## config.mk

```make
export PLATFORM = sky130hd
export DESIGN_NAME = moncfg_regs
export DESIGN_NICKNAME = d
export VERILOG_FILES = /design/src/design/moncfg_pkg.sv /design/src/design/moncfg_regs.sv /design/src/design/moncfg_lock.sv /design/src/design/moncfg_ain.sv
export SDC_FILE = /design/constraint.sdc
export NUM_CORES = 1
export LEC_CHECK = 0
export ABC_CLOCK_PERIOD_IN_PS = 3200
export BUFFER_PORTS_ARGS = -buffer_cell sky130_fd_sc_hd__buf_4
export CAP_MARGIN = 5
export CORE_ASPECT_RATIO = 0.75
export CORE_MARGIN = 1
export CORE_UTILIZATION = 40
export DETAILED_ROUTE_END_ITERATION = 8
export PLACE_DENSITY_LB_ADDON = 0.25
export REMOVE_ABC_BUFFERS = 1
export SETUP_SLACK_MARGIN = 0.1
export SYNTH_ARGS = -nofsm -noshare
export SYNTH_HDL_FRONTEND = slang
export SYNTH_HIERARCHICAL = 1
export SYNTH_SLANG_ARGS = --single-unit
```

## constraint.sdc

```tcl
create_clock -name CLOCK_IN -period 3.2 [get_ports CLOCK_IN]
set_input_delay 0.16 -clock CLOCK_IN [delete_from_list [all_inputs] [get_ports CLOCK_IN]]
set_output_delay 0.16 -clock CLOCK_IN [all_outputs]
set_load 0.03 [all_outputs]
```

## src/design/moncfg_pkg.sv

```systemverilog
// constants, types and field layout of the monitor configuration bank
// Operation
// - primary resets 0x01, secondary resets 0x00
// - start set: programmed limits drive monitoring
// - start clear: default limits, values kept
// - lock freezes the start bit
// - lock is write once until power cycle
// - ready flag set once powered up
// - full speed bit always writable, forces fans
// - spin-up pulse detect off, drive high
// - bus timeout disable bit, lockable
// - supply scaling 5 V or 3.3 V, lockable
// - temperature format binary or offset binary
// - secondary register frozen while locked
// - thermistor normalization 100k or 10k
// - reference pin floats when bit set
// - secondary bit 3 ignores writes, reads 0
// - averaging off speeds up conversions
// - fast single channel rate 32 or 4
// - power down zeroes both fan drives
// - second diode overrides thermistor selects
// - thermistor select: thermistor or voltage input
package moncfg_pkg;
	localparam logic [7:0] OFF_PRI       = 8'h00; // primary offset
	localparam logic [7:0] OFF_SEC       = 8'h01; // secondary offset
	localparam logic [7:0] PRI_RESET     = 8'h01; // primary power-on value
	localparam logic [7:0] SEC_RESET     = 8'h00; // secondary power-on value
	localparam logic [7:0] PRI_WR_MASK   = 8'hF9; // bits stored from writes
	localparam logic [7:0] PRI_LOCK_MASK = 8'h61; // bits frozen by lock
	localparam logic [7:0] SEC_WR_MASK   = 8'hF7; // bit 3 never stored
	localparam logic [7:0] DAC_OFF       = 8'h00; // fan drive in shutdown
	// primary field positions
	localparam int B_START   = 0; // monitor_start
	localparam int B_LOCK    = 1; // limit_freeze
	localparam int B_READY   = 2; // powered_up_flag
	localparam int B_FULL    = 3; // all_fans_full
	localparam int B_SPINUP  = 4; // spinup_pulse_disable
	localparam int B_TIMEOUT = 5; // bus_timeout_disable
	localparam int B_SUPPLY  = 6; // supply_range_select
	localparam int B_FORMAT  = 7; // temp_format_select
	// secondary field positions
	localparam int B_THERMISTOR_VALUE_SELECT  = 0; // thermistor_value_select
	localparam int B_DIODE_CURRENT_SELECT   = 1; // diode_current_select
	localparam int B_REFF   = 2; // ref_output_float
	localparam int B_UNUSED = 3; // unused, reads zero
	localparam int B_AVGOFF = 4; // averaging_off
	localparam int B_RATE   = 5; // slow rate select
	localparam int B_PDOWN  = 6; // power_down_mode
	localparam int B_DIODE2 = 7; // second_diode_select
	localparam int N_AIN    = 2; // analog inputs
	// conversion pacing
	typedef enum logic [1:0] {
		CONV_AVERAGED = 2'b00, // averaged, normal pace
		CONV_FAST32   = 2'b01, // 32 conversions per second
		CONV_SLOW4    = 2'b10, // 4 conversions per second
		CONV_FAST     = 2'b11  // averaging off, multi channel
	} conv_mode_e;
	// analog input configuration
	typedef enum logic [1:0] {
		AIN_VOLTAGE    = 2'b00, // plain voltage input
		AIN_THERMISTOR = 2'b01, // thermistor input
		AIN_DIODE      = 2'b10  // second thermal diode
	} ain_mode_e;
	// register access request
	typedef struct packed {
		logic       wr;   // write strobe, one cycle
		logic       rd;   // read strobe, one cycle
		logic [7:0] addr; // register offset
		logic [7:0] data; // write data
	} reg_req_s;
	// decoded controls to the monitor core
	typedef struct packed {
		logic       use_prog_limits; // programmed limits active
		logic       fans_full;       // all fans full speed
		logic       spinup_drive;    // spin-up by timeout only
		logic       timeout_off;     // bus timeout disabled
		logic       supply_5v;       // supply scaled for 5 V
		logic       offset_binary;   // temperature format
		logic       therm_10k;       // 10k thermistor scaling
		logic       diode_current;   // diode excitation select
		logic       power_down;      // shutdown mode
		conv_mode_e conv_mode;       // conversion pacing
		ain_mode_e  ain_a_mode;      // analog_input_a setup
		ain_mode_e  ain_b_mode;      // analog_input_b setup
	} ctrl_s;
endpackage : moncfg_pkg

```

## src/design/moncfg_regs.sv

```systemverilog
// primary and secondary monitor configuration registers with lock
`timescale 1ns/1ps
module moncfg_regs
	import moncfg_pkg::*;
(
	input  wire logic              CLOCK_IN,        // 125 MHz clock
	input  wire logic              NRST_IN,         // power-on reset, low
	input  wire moncfg_pkg::reg_req_s REQ_IN,       // register request
	input  wire logic              POWERED_IN,      // core fully powered
	input  wire logic              SINGLE_CH_IN,    // single channel mode
	input  wire logic [1:0]        AIN_THERM_IN,    // thermistor selects
	input  wire logic [7:0]        DAC1_IN,         // fan 1 drive request
	input  wire logic [7:0]        DAC2_IN,         // fan 2 drive request
	output logic [7:0]             RDATA_OUT,       // read data
	output logic                   RVALID_OUT,      // read data valid
	output logic                   LOCKED_OUT,      // freeze active
	output logic [7:0]             DAC1_OUT,        // fan 1 drive / readback
	output logic [7:0]             DAC2_OUT,        // fan 2 drive / readback
	output logic                   REF_O_OUT,       // reference pin value
	output logic                   REF_OE_OUT,      // reference pin enable
	output moncfg_pkg::ctrl_s      CTRL_OUT         // decoded controls
);
	import moncfg_pkg::*;

	logic [7:0] pri_r;      // primary storage
	logic [7:0] pri_nxt;    // primary next
	logic [7:0] sec_r;      // secondary storage
	logic [7:0] sec_nxt;    // secondary next
	logic       rdy_r;      // powered-up flag
	logic       rdy_nxt;    // flag next
	logic [7:0] rdata_r;    // read data flop
	logic [7:0] rdata_nxt;  // read data next
	logic       rvalid_r;   // read valid flop
	logic [7:0] dac1_r;     // fan 1 output flop
	logic [7:0] dac2_r;     // fan 2 output flop
	logic       locked;     // freeze flag
	logic       wr_pri;     // write hits primary
	logic       wr_sec;     // write hits secondary
	logic       lock_set;   // write of a one to lock
	logic [7:0] pri_we;     // primary bit enables
	logic [7:0] sec_we;     // secondary bit enables
	logic [7:0] pri_view;   // primary as read
	logic [7:0] sec_view;   // secondary as read
	ain_mode_e  ain_mode [N_AIN]; // input modes
	conv_mode_e conv_mode;  // pacing decode

	// address decode
	assign wr_pri   = REQ_IN.wr && (REQ_IN.addr == OFF_PRI);
	assign wr_sec   = REQ_IN.wr && (REQ_IN.addr == OFF_SEC);
	assign lock_set = wr_pri && REQ_IN.data[B_LOCK];

	assign pri_we = wr_pri ? (PRI_WR_MASK & ~(locked ? PRI_LOCK_MASK : 8'h00))
	                       : 8'h00;
	assign sec_we = (wr_sec && !locked) ? SEC_WR_MASK : 8'h00;

	assign pri_nxt = (pri_r & ~pri_we) | (REQ_IN.data & pri_we);
	assign sec_nxt = (sec_r & ~sec_we) | (REQ_IN.data & sec_we);

	assign rdy_nxt = rdy_r | POWERED_IN;

	// primary read view merges status bits, secondary reads as stored
	assign pri_view = pri_r | {5'h00, rdy_r, locked, 1'b0};
	assign sec_view = sec_r;

	// read mux, unmapped reads zero
	assign rdata_nxt = (REQ_IN.addr == OFF_PRI) ? pri_view :
	                   (REQ_IN.addr == OFF_SEC) ? sec_view : 8'h00;

	// freeze flag
	moncfg_lock i_moncfg_lock (
		.clk_in     (CLOCK_IN),
		.nrst_in    (NRST_IN),
		.set_in     (lock_set),
		.locked_out (locked)
	);

	// analog input configuration
	moncfg_ain i_moncfg_ain (
		.clk_in    (CLOCK_IN),
		.nrst_in   (NRST_IN),
		.diode2_in (sec_r[B_DIODE2]),
		.therm_in  (AIN_THERM_IN),
		.mode_out  (ain_mode)
	);

	always_ff @(posedge CLOCK_IN or negedge NRST_IN) begin
		if (!NRST_IN) begin
			pri_r <= PRI_RESET;
			sec_r <= SEC_RESET;
			rdy_r <= 1'b0;
		end else begin
			pri_r <= pri_nxt;
			sec_r <= sec_nxt;
			rdy_r <= rdy_nxt;
		end
	end

	// read answer one cycle after strobe
	always_ff @(posedge CLOCK_IN or negedge NRST_IN) begin
		if (!NRST_IN) begin
			rdata_r  <= 8'h00;
			rvalid_r <= 1'b0;
		end else begin
			rvalid_r <= REQ_IN.rd;
			if (REQ_IN.rd) begin
				rdata_r <= rdata_nxt;
			end
		end
	end

	always_ff @(posedge CLOCK_IN or negedge NRST_IN) begin
		if (!NRST_IN) begin
			dac1_r <= DAC_OFF;
			dac2_r <= DAC_OFF;
		end else begin
			dac1_r <= sec_r[B_PDOWN] ? DAC_OFF : DAC1_IN;
			dac2_r <= sec_r[B_PDOWN] ? DAC_OFF : DAC2_IN;
		end
	end

	// pacing decode from averaging, single channel mode and rate
	always_comb begin
		case ({sec_r[B_AVGOFF], SINGLE_CH_IN})
			2'b00, 2'b01: conv_mode = CONV_AVERAGED;
			// averaging off, scanning all
			2'b10: conv_mode = CONV_FAST;
			2'b11: conv_mode = sec_r[B_RATE] ? CONV_SLOW4 : CONV_FAST32;
			default: conv_mode = CONV_AVERAGED;
		endcase
	end

	assign CTRL_OUT.use_prog_limits = pri_r[B_START];
	assign CTRL_OUT.fans_full       = pri_r[B_FULL];
	assign CTRL_OUT.spinup_drive    = pri_r[B_SPINUP];
	assign CTRL_OUT.timeout_off     = pri_r[B_TIMEOUT];
	assign CTRL_OUT.supply_5v       = pri_r[B_SUPPLY];
	assign CTRL_OUT.offset_binary   = pri_r[B_FORMAT];
	assign CTRL_OUT.therm_10k       = sec_r[B_THERMISTOR_VALUE_SELECT];
	// excitation current, host keeps it zero
	assign CTRL_OUT.diode_current   = sec_r[B_DIODE_CURRENT_SELECT];
	assign CTRL_OUT.power_down      = sec_r[B_PDOWN];
	assign CTRL_OUT.conv_mode       = conv_mode;
	assign CTRL_OUT.ain_a_mode      = ain_mode[0];
	assign CTRL_OUT.ain_b_mode      = ain_mode[1];

	assign REF_OE_OUT = !sec_r[B_REFF];
	assign REF_O_OUT  = 1'b1;

	// port drives
	assign RDATA_OUT  = rdata_r;
	assign RVALID_OUT = rvalid_r;
	assign LOCKED_OUT = locked;
	assign DAC1_OUT   = dac1_r;
	assign DAC2_OUT   = dac2_r;
endmodule : moncfg_regs

```

## src/design/moncfg_lock.sv

```systemverilog
// write-once freeze flag, cleared only by power-on reset
`timescale 1ns/1ps
module moncfg_lock (
	input  wire logic clk_in,    // clock
	input  wire logic nrst_in,   // power-on reset, low
	input  wire logic set_in,    // write of a one
	output logic      locked_out // freeze active
);
	// once set, nothing but reset clears it
	always_ff @(posedge clk_in or negedge nrst_in) begin
		if (!nrst_in) begin
			locked_out <= 1'b0;
		end else if (set_in) begin
			locked_out <= 1'b1;
		end
	end
endmodule : moncfg_lock

```

## src/design/moncfg_ain.sv

```systemverilog
// per-input analog configuration, second diode has priority
`timescale 1ns/1ps
module moncfg_ain
	import moncfg_pkg::*;
(
	input  wire logic             clk_in,     // clock
	input  wire logic             nrst_in,    // reset, low
	input  wire logic             diode2_in,  // second diode select
	input  wire logic [N_AIN-1:0] therm_in,   // thermistor selects
	output ain_mode_e             mode_out [N_AIN] // per-input mode
);
	// one mode flop per input
	for (genvar i = 0; i < N_AIN; i++) begin : g_ain
		ain_mode_e mode_nxt; // next mode
		assign mode_nxt = diode2_in   ? AIN_DIODE :
		                  therm_in[i] ? AIN_THERMISTOR : AIN_VOLTAGE;
		always_ff @(posedge clk_in or negedge nrst_in) begin
			if (!nrst_in) begin
				mode_out[i] <= AIN_VOLTAGE;
			end else begin
				mode_out[i] <= mode_nxt;
			end
		end
	end
endmodule : moncfg_ain

```

**After elaboration in Yosys (flattened, before gate mapping)**

Index checks and enable logic that the tools add are counted.

- Bits in registers: 47

- Eq/ne operators: 4
- Muxes and demuxes: 13
- Bitwise operators: 11
- Reductions and logical operators: 9

Operators by type and width:

| cell | number |
|---|---|
| $mux 8 | 6 |
| $and 8x8->8 | 4 |
| $not 8->8 | 2 |
| $or 8x8->8 | 2 |
| $eq 8x1->1 const B | 1 |
| $logic_not 8->1 | 1 |
| $not 7->8 | 1 |
| $or 8x3->8 | 1 |
| $mux 7 | 1 |
| $mux 2 | 3 |
| $pmux 2 s3 | 1 |
| $eq 2x2->1 const B | 2 |
| $logic_and 1x1->1 | 4 |
| $eq 2x1->1 const B | 1 |
| $logic_not 1->1 | 2 |
| $logic_not 2->1 | 1 |
| $mux 1 | 2 |
| $reduce_or 2->1 | 1 |
| $or 1x1->1 | 1 |

**Depth between registers and ports, before layout**

Gate-level depths: netlist of the first run.

- Depth in word-level cells: 7
- Gate-level depth with buffers: 3
- Mapped depth without buffers: 3

**Cells and area by module**

The synthesis of the first run kept the hierarchy.

Modules (own cells, without submodules):

| module | instances | cells each | area each (um2) | seq. area each (um2) |
|---|---|---|---|---|
| moncfg_regs | 1 | 115 | 1542.7 | 977.2 |
| moncfg_ain | 1 | 6 | 95.1 | 75.1 |
| moncfg_lock | 1 | 2 | 31.3 | 25.0 |

**Worst setup path after synthesis of the first run**

OpenSTA, ideal clock, no wires.

- Kind: register to register
- Start: register i_moncfg_lock.locked_out
- End: register (tool-made name)
- Setup time: 0.125 ns
- Arrival: 1.189 ns
- Path slack: 1.887 ns
- Stages on the path, launching flop included: 4
- Path buffers: 0
- Clock period less this slack: 1.313 ns
- Path through: dfrtp_1 > nor2b_1 > nand4_2 > mux2_2

RTL lines:

| element | line | RTL |
|---|---|---|
| start, declared | moncfg_lock.sv:7 | `output logic locked_out` |
| start signal, assigned | moncfg_lock.sv:12 | `locked_out <= 1'b0;` |
| start signal, assigned | moncfg_lock.sv:14 | `locked_out <= 1'b1;` |

==> key figures, run 1 <==
Synthesis
  – Post-synthesis async set-or-reset flop share: 100.0%
  – List of most frequent post-synthesis cells: dfrtp_1, nor2b_1, mux2_2, inv_1
  – Cells after synthesis: 123
  – Largest family of logic cells by synthesized area: multiplexers
  – Mux contribution to synthesized area: 12.97%
  – Synth area leader: dfrtp_1
  – Post-synthesis simple-gate area fraction: between 10% and 20%
  – Post-Synth XOR/XNOR Area: 0%
  – Compound-Gate Fraction of Synth Area: 4.048%
  – Seq cells post-synth: 43
  – Register area share after synthesis: between 60% and 70%
  – Distinct cells, synth: 24
  – Synth top area share: 62.97%
  – Post-synth EDFFs: 0
  – Top cells by area, synth: dfrtp_1, mux2_2, nor2b_1
  – Adder-cell share of the synthesized area: 0%
  – Syn Area/Cell: approximately 14 µm²
  – Mapped Area: 1669 µm²
  – Synth warnings: 6
  – Post-synth top flop: dfrtp_1
  – Most numerous cell in the Yosys netlist: dfrtp_1

CTS
  – Post-CTS Repair Setup Buffers: 0
  – Clock tree buffer depth: 2
  – Root Buffer: clkbuf_8
  – Clk sinks: 43
  – Clk slew on worst S/H paths: 0.07 ns
  – CTS resizes: 0
  – CTS tree: done
  – CTS H-tree depth: 2
  – Worst-skew pair later-pin latency: 0.29 ns
  – CTS buffer count: 5

Global route
  – Number of global-route vias before repair: 1,190
  – Largest net degree at the start of global routing: 44
  – Grt ovf: 0
  – Initial antenna violation count: 0
  – Global-route usage over all layers: approximately 18%
  – First-pass GRT wire length: 5809 µm

Final layout
  – Synth-to-layout area growth: 42.28%
  – Fillers: slightly above 300
  – Layout cell share with drive strength beyond 1: roughly 50%
  – Nets: about 240
  – Inserted Diodes: 0

Timing
  – Max Slew Vio Count: 0
  – Setup ws final: 1.792 ns
  – Worst Clk Skew: 0.004496 ns
  – Final Hold Fails: 0
  – Max Freq: 0.7102 GHz
  – RSZ-0062 raised after global routing: no
  – Hold Slack: 0.06816 ns
  – Fin crit share: 44.00%
  – Worst slew pin tran: 0.5575 ns
  – Final Setup Violations: 0
  – Slew margin rel.: 62.83%
  – Setup tns final: 0 ns
  – Min Tclk post-route: 1.408 ns

Worst setup path
  – Worst Reg-to-Reg Cells: 3
  – Reg-to-reg critical path startpoint: i_moncfg_lock/locked_out
  – Critical Path Slowest Stage Cell: dfrtp_1
  – Critical Path Start Type: register
  – Setup crit end kind: output pin
  – R2R setup slack: between 1.5 and 2 ns
  – Top delay family on crit path: flip-flops
  – Worst EP arrival: 1.25 ns
  – Crit-path max FO: 19
  – Worst EP required: 3.04 ns
  – CP peak stage delay: 0.70 ns
  – Worst setup path class: register to output pin
  – CP Buf/Inv Count: 1
  – Crit-path cells: buf_4

Detailed routing
  – Antenna viol nets, final: 0
  – DR vias: 1,204
  – DRT Pass-1 Iters: 4
  – Via/cell ratio: between 4 and 5
  – Detailed Route Iter0 Violations: 70
  – WL per Instance: roughly 14 µm
  – Residual DRC: 0
  – Detailed Route WL: 3632 µm

Die
  – Core area: 3827 µm²
  – I/O pin count: slightly above 80
  – Area of the die: 4438 µm²
  – Initial Utilization: 43.61%
  – Die Span X: roughly 77 µm
  – Die height: 57.95 µm
  – Std cell rows: 19

Worst hold path
  – Hold Path Stages: 1
  – Min-Delay Startpoint: REQ_IN[16]
  – WHS Endpoint: RVALID_OUT
  – Hold Path Class: primary input to register

Pwr
  – Pwr/cell area: 440.4 nW/µm²
  – Max VDD drop: 296.8 µV
  – Leakage: 0.001198 µW

Place
  – Routability Congestion: 0.7750
  – HPWL Detailed: 2810 µm
  – Place WS: 1.648 ns
  – PortBufs: just over 80

Run status
  – Outcome: complete, no violations

Run
  – Max-cap viol count: 0
-- final cells by class --
class	count	area, µm²	share of cell area [%]
clock buffers	6	72.57	3.056
flip-flops and latches	43	1077	45.36
multi-input cells	61	500.5	21.07
repair buffers	82	618.1	26.03
inverters	11	41.29	1.739
well taps	52	65.06	2.740
-- placed cells by master, fill, tap and decap left out, types with 2 or more instances in the layout --
cell type,synthesis,routed
mux2_2,13,13
dfrtp_1,42,42
inv_1,11,11
mux2i_1,7,7
o22ai_1,7,7
nor2b_1,19,19
clkbuf_8,0,5
buf_4,5,81
a21boi_0,2,2
-- layer usage --
layer	global-route usage, %	part of all wire (%)
met1	23.47	42
met2	27.16	49
met3	5.039	7.5
met4	7.967	1.6
met5	0	0
-- metrics by stage --
| stage | util, % | power, µW | area, µm² | cells |
|---|---|---|---|---|
| 4_1_cts | 62.05 | 1057 | 2375 | 255 |
| 5_1_grt | 62.05 | 1096 | 2375 | 255 |
| 6_report | 62.05 | 1046 | 2375 | 255 |
| 3_3_place_gp | 59.89 | 750.4 | 2292 | 248 |
| 2_1_floorplan | - | 658.6 | 1619 | 115 |
| 3_5_place_dp | 59.89 | 754.7 | 2292 | 248 |
-- cell families after synthesis --
logic type             after synthesis
flip-flops                          43
other                                1
AO/OA/AOI/OAI                       10
AND/OR/NAND/NOR                     30
buffers and inverters               19
multiplexers                        20
-- where the power goes --
part / switching [µW] / internal, µW / leakage, µW
logic: 88.0 / 76.4 / 0.000616
clock network: 157 / 145 / 0.0000371
registers: 14.1 / 565 / 0.000545
total: 259 / 787 / 0.00120
-- repair_timing --
action,4_1_cts,5_1_grt
hold endpoints to repair,42,0
setup endpoints to repair,0,0
hold buffers,1,0
-- worst max-delay path by stage --
stage	to	cells after the start	startpoint	slack (ns)
floorplan	register	3	i_moncfg_lock/locked_out	1.89
global placement	RDATA_OUT[3]	4	REQ_IN[11]	1.73
global route	CTRL_OUT[6]	1	register	1.70
finish	CTRL_OUT[6]	1	register	1.79
CTS	CTRL_OUT[6]	1	register	1.76
detailed placement	RDATA_OUT[3]	4	REQ_IN[11]	1.65
No activity file was read; power rests on OpenSTA's default activity.
==> run 2: changes to the inputs <==
Settings changed: ABC_CLOCK_PERIOD_IN_PS 3200 to 1400.
Clock period 3.2 ns to 1.4 ns, I/O delays scaled along.
==> key figures, run 2 (same netlist as run 1, synthesis figures left out) <==
Run status
  – Outcome: complete, no violations (unchanged)

Worst hold path
  – Hold Path Class: primary input to register (unchanged)

CTS
  – CTS H-tree depth: 2 (unchanged)
  – Post-CTS Repair Setup Buffers: 0 (unchanged)
  – CTS tree: done (unchanged)
  – Clk slew on worst S/H paths: 0.07 ns (about the same)
  – Clk sinks: 43 (unchanged)
  – Worst-skew pair later-pin latency: 0.29 ns (about the same)
  – Clock tree buffer depth: 2 (unchanged)
  – CTS buffer count: 5 (unchanged)
  – Root Buffer: clkbuf_8 (unchanged)

Worst setup path
  – Critical Path Start: i_moncfg_lock/locked_out
  – CP Buf/Inv Count: 0 (was 1)
  – Setup crit end kind: register (was output pin)
  – R2R setup slack: 0.15 ns (was 1.86 ns)
  – CP peak stage delay: 0.43 ns (was 0.70 ns)
  – Critical Path Start Type: register (unchanged)
  – Worst EP required: 1.58 ns (was 3.04 ns)
  – Crit-path max FO: 7 (was 19)
  – Worst EP arrival: 1.43 ns (was 1.25 ns)
  – WP depth: 3 (was 1)
  – Crit-path cells: nor2b_1 > nand4_4 > mux2_2 (was buf_4)
  – Worst setup path class: register to register (was register to output pin)
  – Top delay family on crit path: flip-flops (unchanged)
  – Critical Path Slowest Stage Cell: dfrtp_1 (unchanged)
  – Worst Reg-to-Reg Cells: 3 (unchanged)
  – Reg-to-reg critical path startpoint: i_moncfg_lock/locked_out (unchanged)

Final layout
  – Multi-input gate area: 509.2 µm² (was 500.5 µm²)
  – Post-route cell area: 2585 µm² (was 2375 µm²)
  – Nets: 260 (was 244)
  – Utilization after layout: 67.54% (was 62.05%)
  – FF+latch area: 1079 µm² (was 1077 µm²)
  – Most frequent cells in the layout: buf_4, dfrtp_1, nor2b_1 (unchanged)
  – Layout cell share with drive strength beyond 1: 49.32% (was 50.74%)
  – Commonest non-fill, non-tap cell in the layout: buf_4 (unchanged)
  – Fillers: 297 (was 309)
  – Synth-to-layout area growth: 54.87% (was 42.28%)
  – Inserted Diodes: 0 (unchanged)

Timing
  – Worst slew pin tran: 0.5283 ns (was 0.5575 ns)
  – Final Hold Fails: 0 (unchanged)
  – Worst Clk Skew: 0.007324 ns (was 0.004496 ns)
  – Setup tns final: 0 ns (unchanged)
  – Max Freq: 0.7974 GHz
  – Fin crit share: 89.57%
  – RSZ-0062 raised after global routing: no (unchanged)
  – Min Tclk post-route: between 1 and 1.5 ns
  – Final Setup Violations: 0 (unchanged)
  – Max Slew Vio Count: 0 (unchanged)
  – Setup ws final: 0.1460 ns (was 1.792 ns)
  – Slew margin rel.: 64.78% (was 62.83%)

Place
  – Placed cell area: 2307 µm² (was 2292 µm²)
  – Routability Congestion: 0.7876 (was 0.7750)
  – PortBufs: 81 (unchanged)
  – HPWL Detailed: 2765 µm (was 2810 µm)
  – Place WS: 0.01856 ns (was 1.648 ns)

Global route
  – Global-route usage over all layers: 18.37% (was 17.61%)
  – Grt ovf: 0 (unchanged)
  – First-pass GRT wire length: 6092 µm (was 5809 µm)
  – Number of global-route vias before repair: 1,232 (was 1,190)
  – Largest net degree at the start of global routing: 44 (unchanged)
  – Initial antenna violation count: 0 (unchanged)

Pwr
  – Share of power burned in registers: 48.8% (was 55.4%)
  – Combinational share of power: 15.2% (was 15.7%)
  – Switching share of total power: 23.81% (was 24.78%)
  – Pwr/cell area: 1051 nW/µm² (was 440.4 nW/µm²)
  – Leakage: 0.001288 µW (was 0.001198 µW)
  – Final Power: 2716 µW (was 1046 µW)
  – Switching pwr: 646.7 µW (was 259.1 µW)
  – Pint: 2069 µW (was 786.7 µW)
  – Max VDD drop: 755.8 µV (was 296.8 µV)
  – Clock power share: 36.1% (was 28.9%)

Detailed routing
  – Via/cell ratio: 4.571 (was 4.722)
  – Detailed Route WL: 3867 µm (was 3632 µm)
  – Detailed Route Iter0 Violations: 68 (was 70)
  – DR vias: 1,248 (was 1,204)
  – WL per Instance: 14.16 µm (was 14.24 µm)
  – DRT Pass-1 Iters: 4 (unchanged)
  – Antenna viol nets, final: 0 (unchanged)
  – Residual DRC: 0 (unchanged)

Die
  – Die height: 57.95 µm (unchanged)
  – Area of the die: 4438 µm² (unchanged)
  – I/O pin count: 83 (unchanged)
  – Std cell rows: 19 (unchanged)
  – Die Span X: 76.59 µm (unchanged)
  – Initial Utilization: 43.61% (unchanged)
  – Core area: 3827 µm² (unchanged)

Run
  – Max-cap viol count: 0 (unchanged)
run 2: area by class of cell:
class | instances | area share (%)
sequential | 43 | 41.72
timing repair buffer | 98 | 29.91
multi-input combinational | 61 | 19.70
clock buffer | 6 | 3.195
tap | 52 | 2.517
inverter | 11 | 1.597
clock inverter | 2 | 1.355
run 2: per-layer routing:
layer | global-route usage (%) | wire length (µm) | up-vias
met5 | 0 | 0 | -
met4 | 6.593 | 30 | 0
met3 | 4.567 | 207 | 3
met2 | 29.73 | 1880 | 48
met1 | 24.50 | 1749 | 598
li1 | - | - | 599
run 2: timing repair:
| item | in CTS | in global routing |
|---|---|---|
| hold buffers | 15 | 0 |
| resized for setup | 1 | 1 |
| endpoints found under the hold margin | 56 | 0 |
| setup endpoints to repair | 4 | 7 |
| pin swaps | 1 | 0 |
run 2: how the worst min path moves through the flow:
stage                         start                       end  slack (ns)  depth (start not counted)
floorplan                   NRST_IN               DAC1_OUT[0]       -0.23                          0
global placement            NRST_IN               DAC1_OUT[4]        0.08                          1
detailed placement          NRST_IN               DAC1_OUT[6]        0.08                          1
CTS                 AIN_THERM_IN[0]  i_moncfg_ain/mode_out[2]       0.001                          2
global route             DAC2_IN[5]               DAC2_OUT[5]       0.007                          2
finish              AIN_THERM_IN[0]  i_moncfg_ain/mode_out[2]       0.007                          2
run 2: power by group through the flow:
stage	sequential, µW	clock [µW]	combinational [µW]
2_1_floorplan	1430	0	72.0
3_3_place_gp	1340	0	372
3_5_place_dp	1350	0	378
4_1_cts	1320	1000	413
5_1_grt	1330	1050	438
6_report	1320	979	412
run 2: metrics by stage:
| step | cells | hold slack [ns] |
|---|---|---|
| 2_1_floorplan | 115 | -0.2256 |
| 3_3_place_gp | 250 | 0.07648 |
| 3_5_place_dp | 250 | 0.08491 |
| 4_1_cts | 273 | 0.001429 |
| 5_1_grt | 273 | 0.006773 |
| 6_report | 273 | 0.006618 |
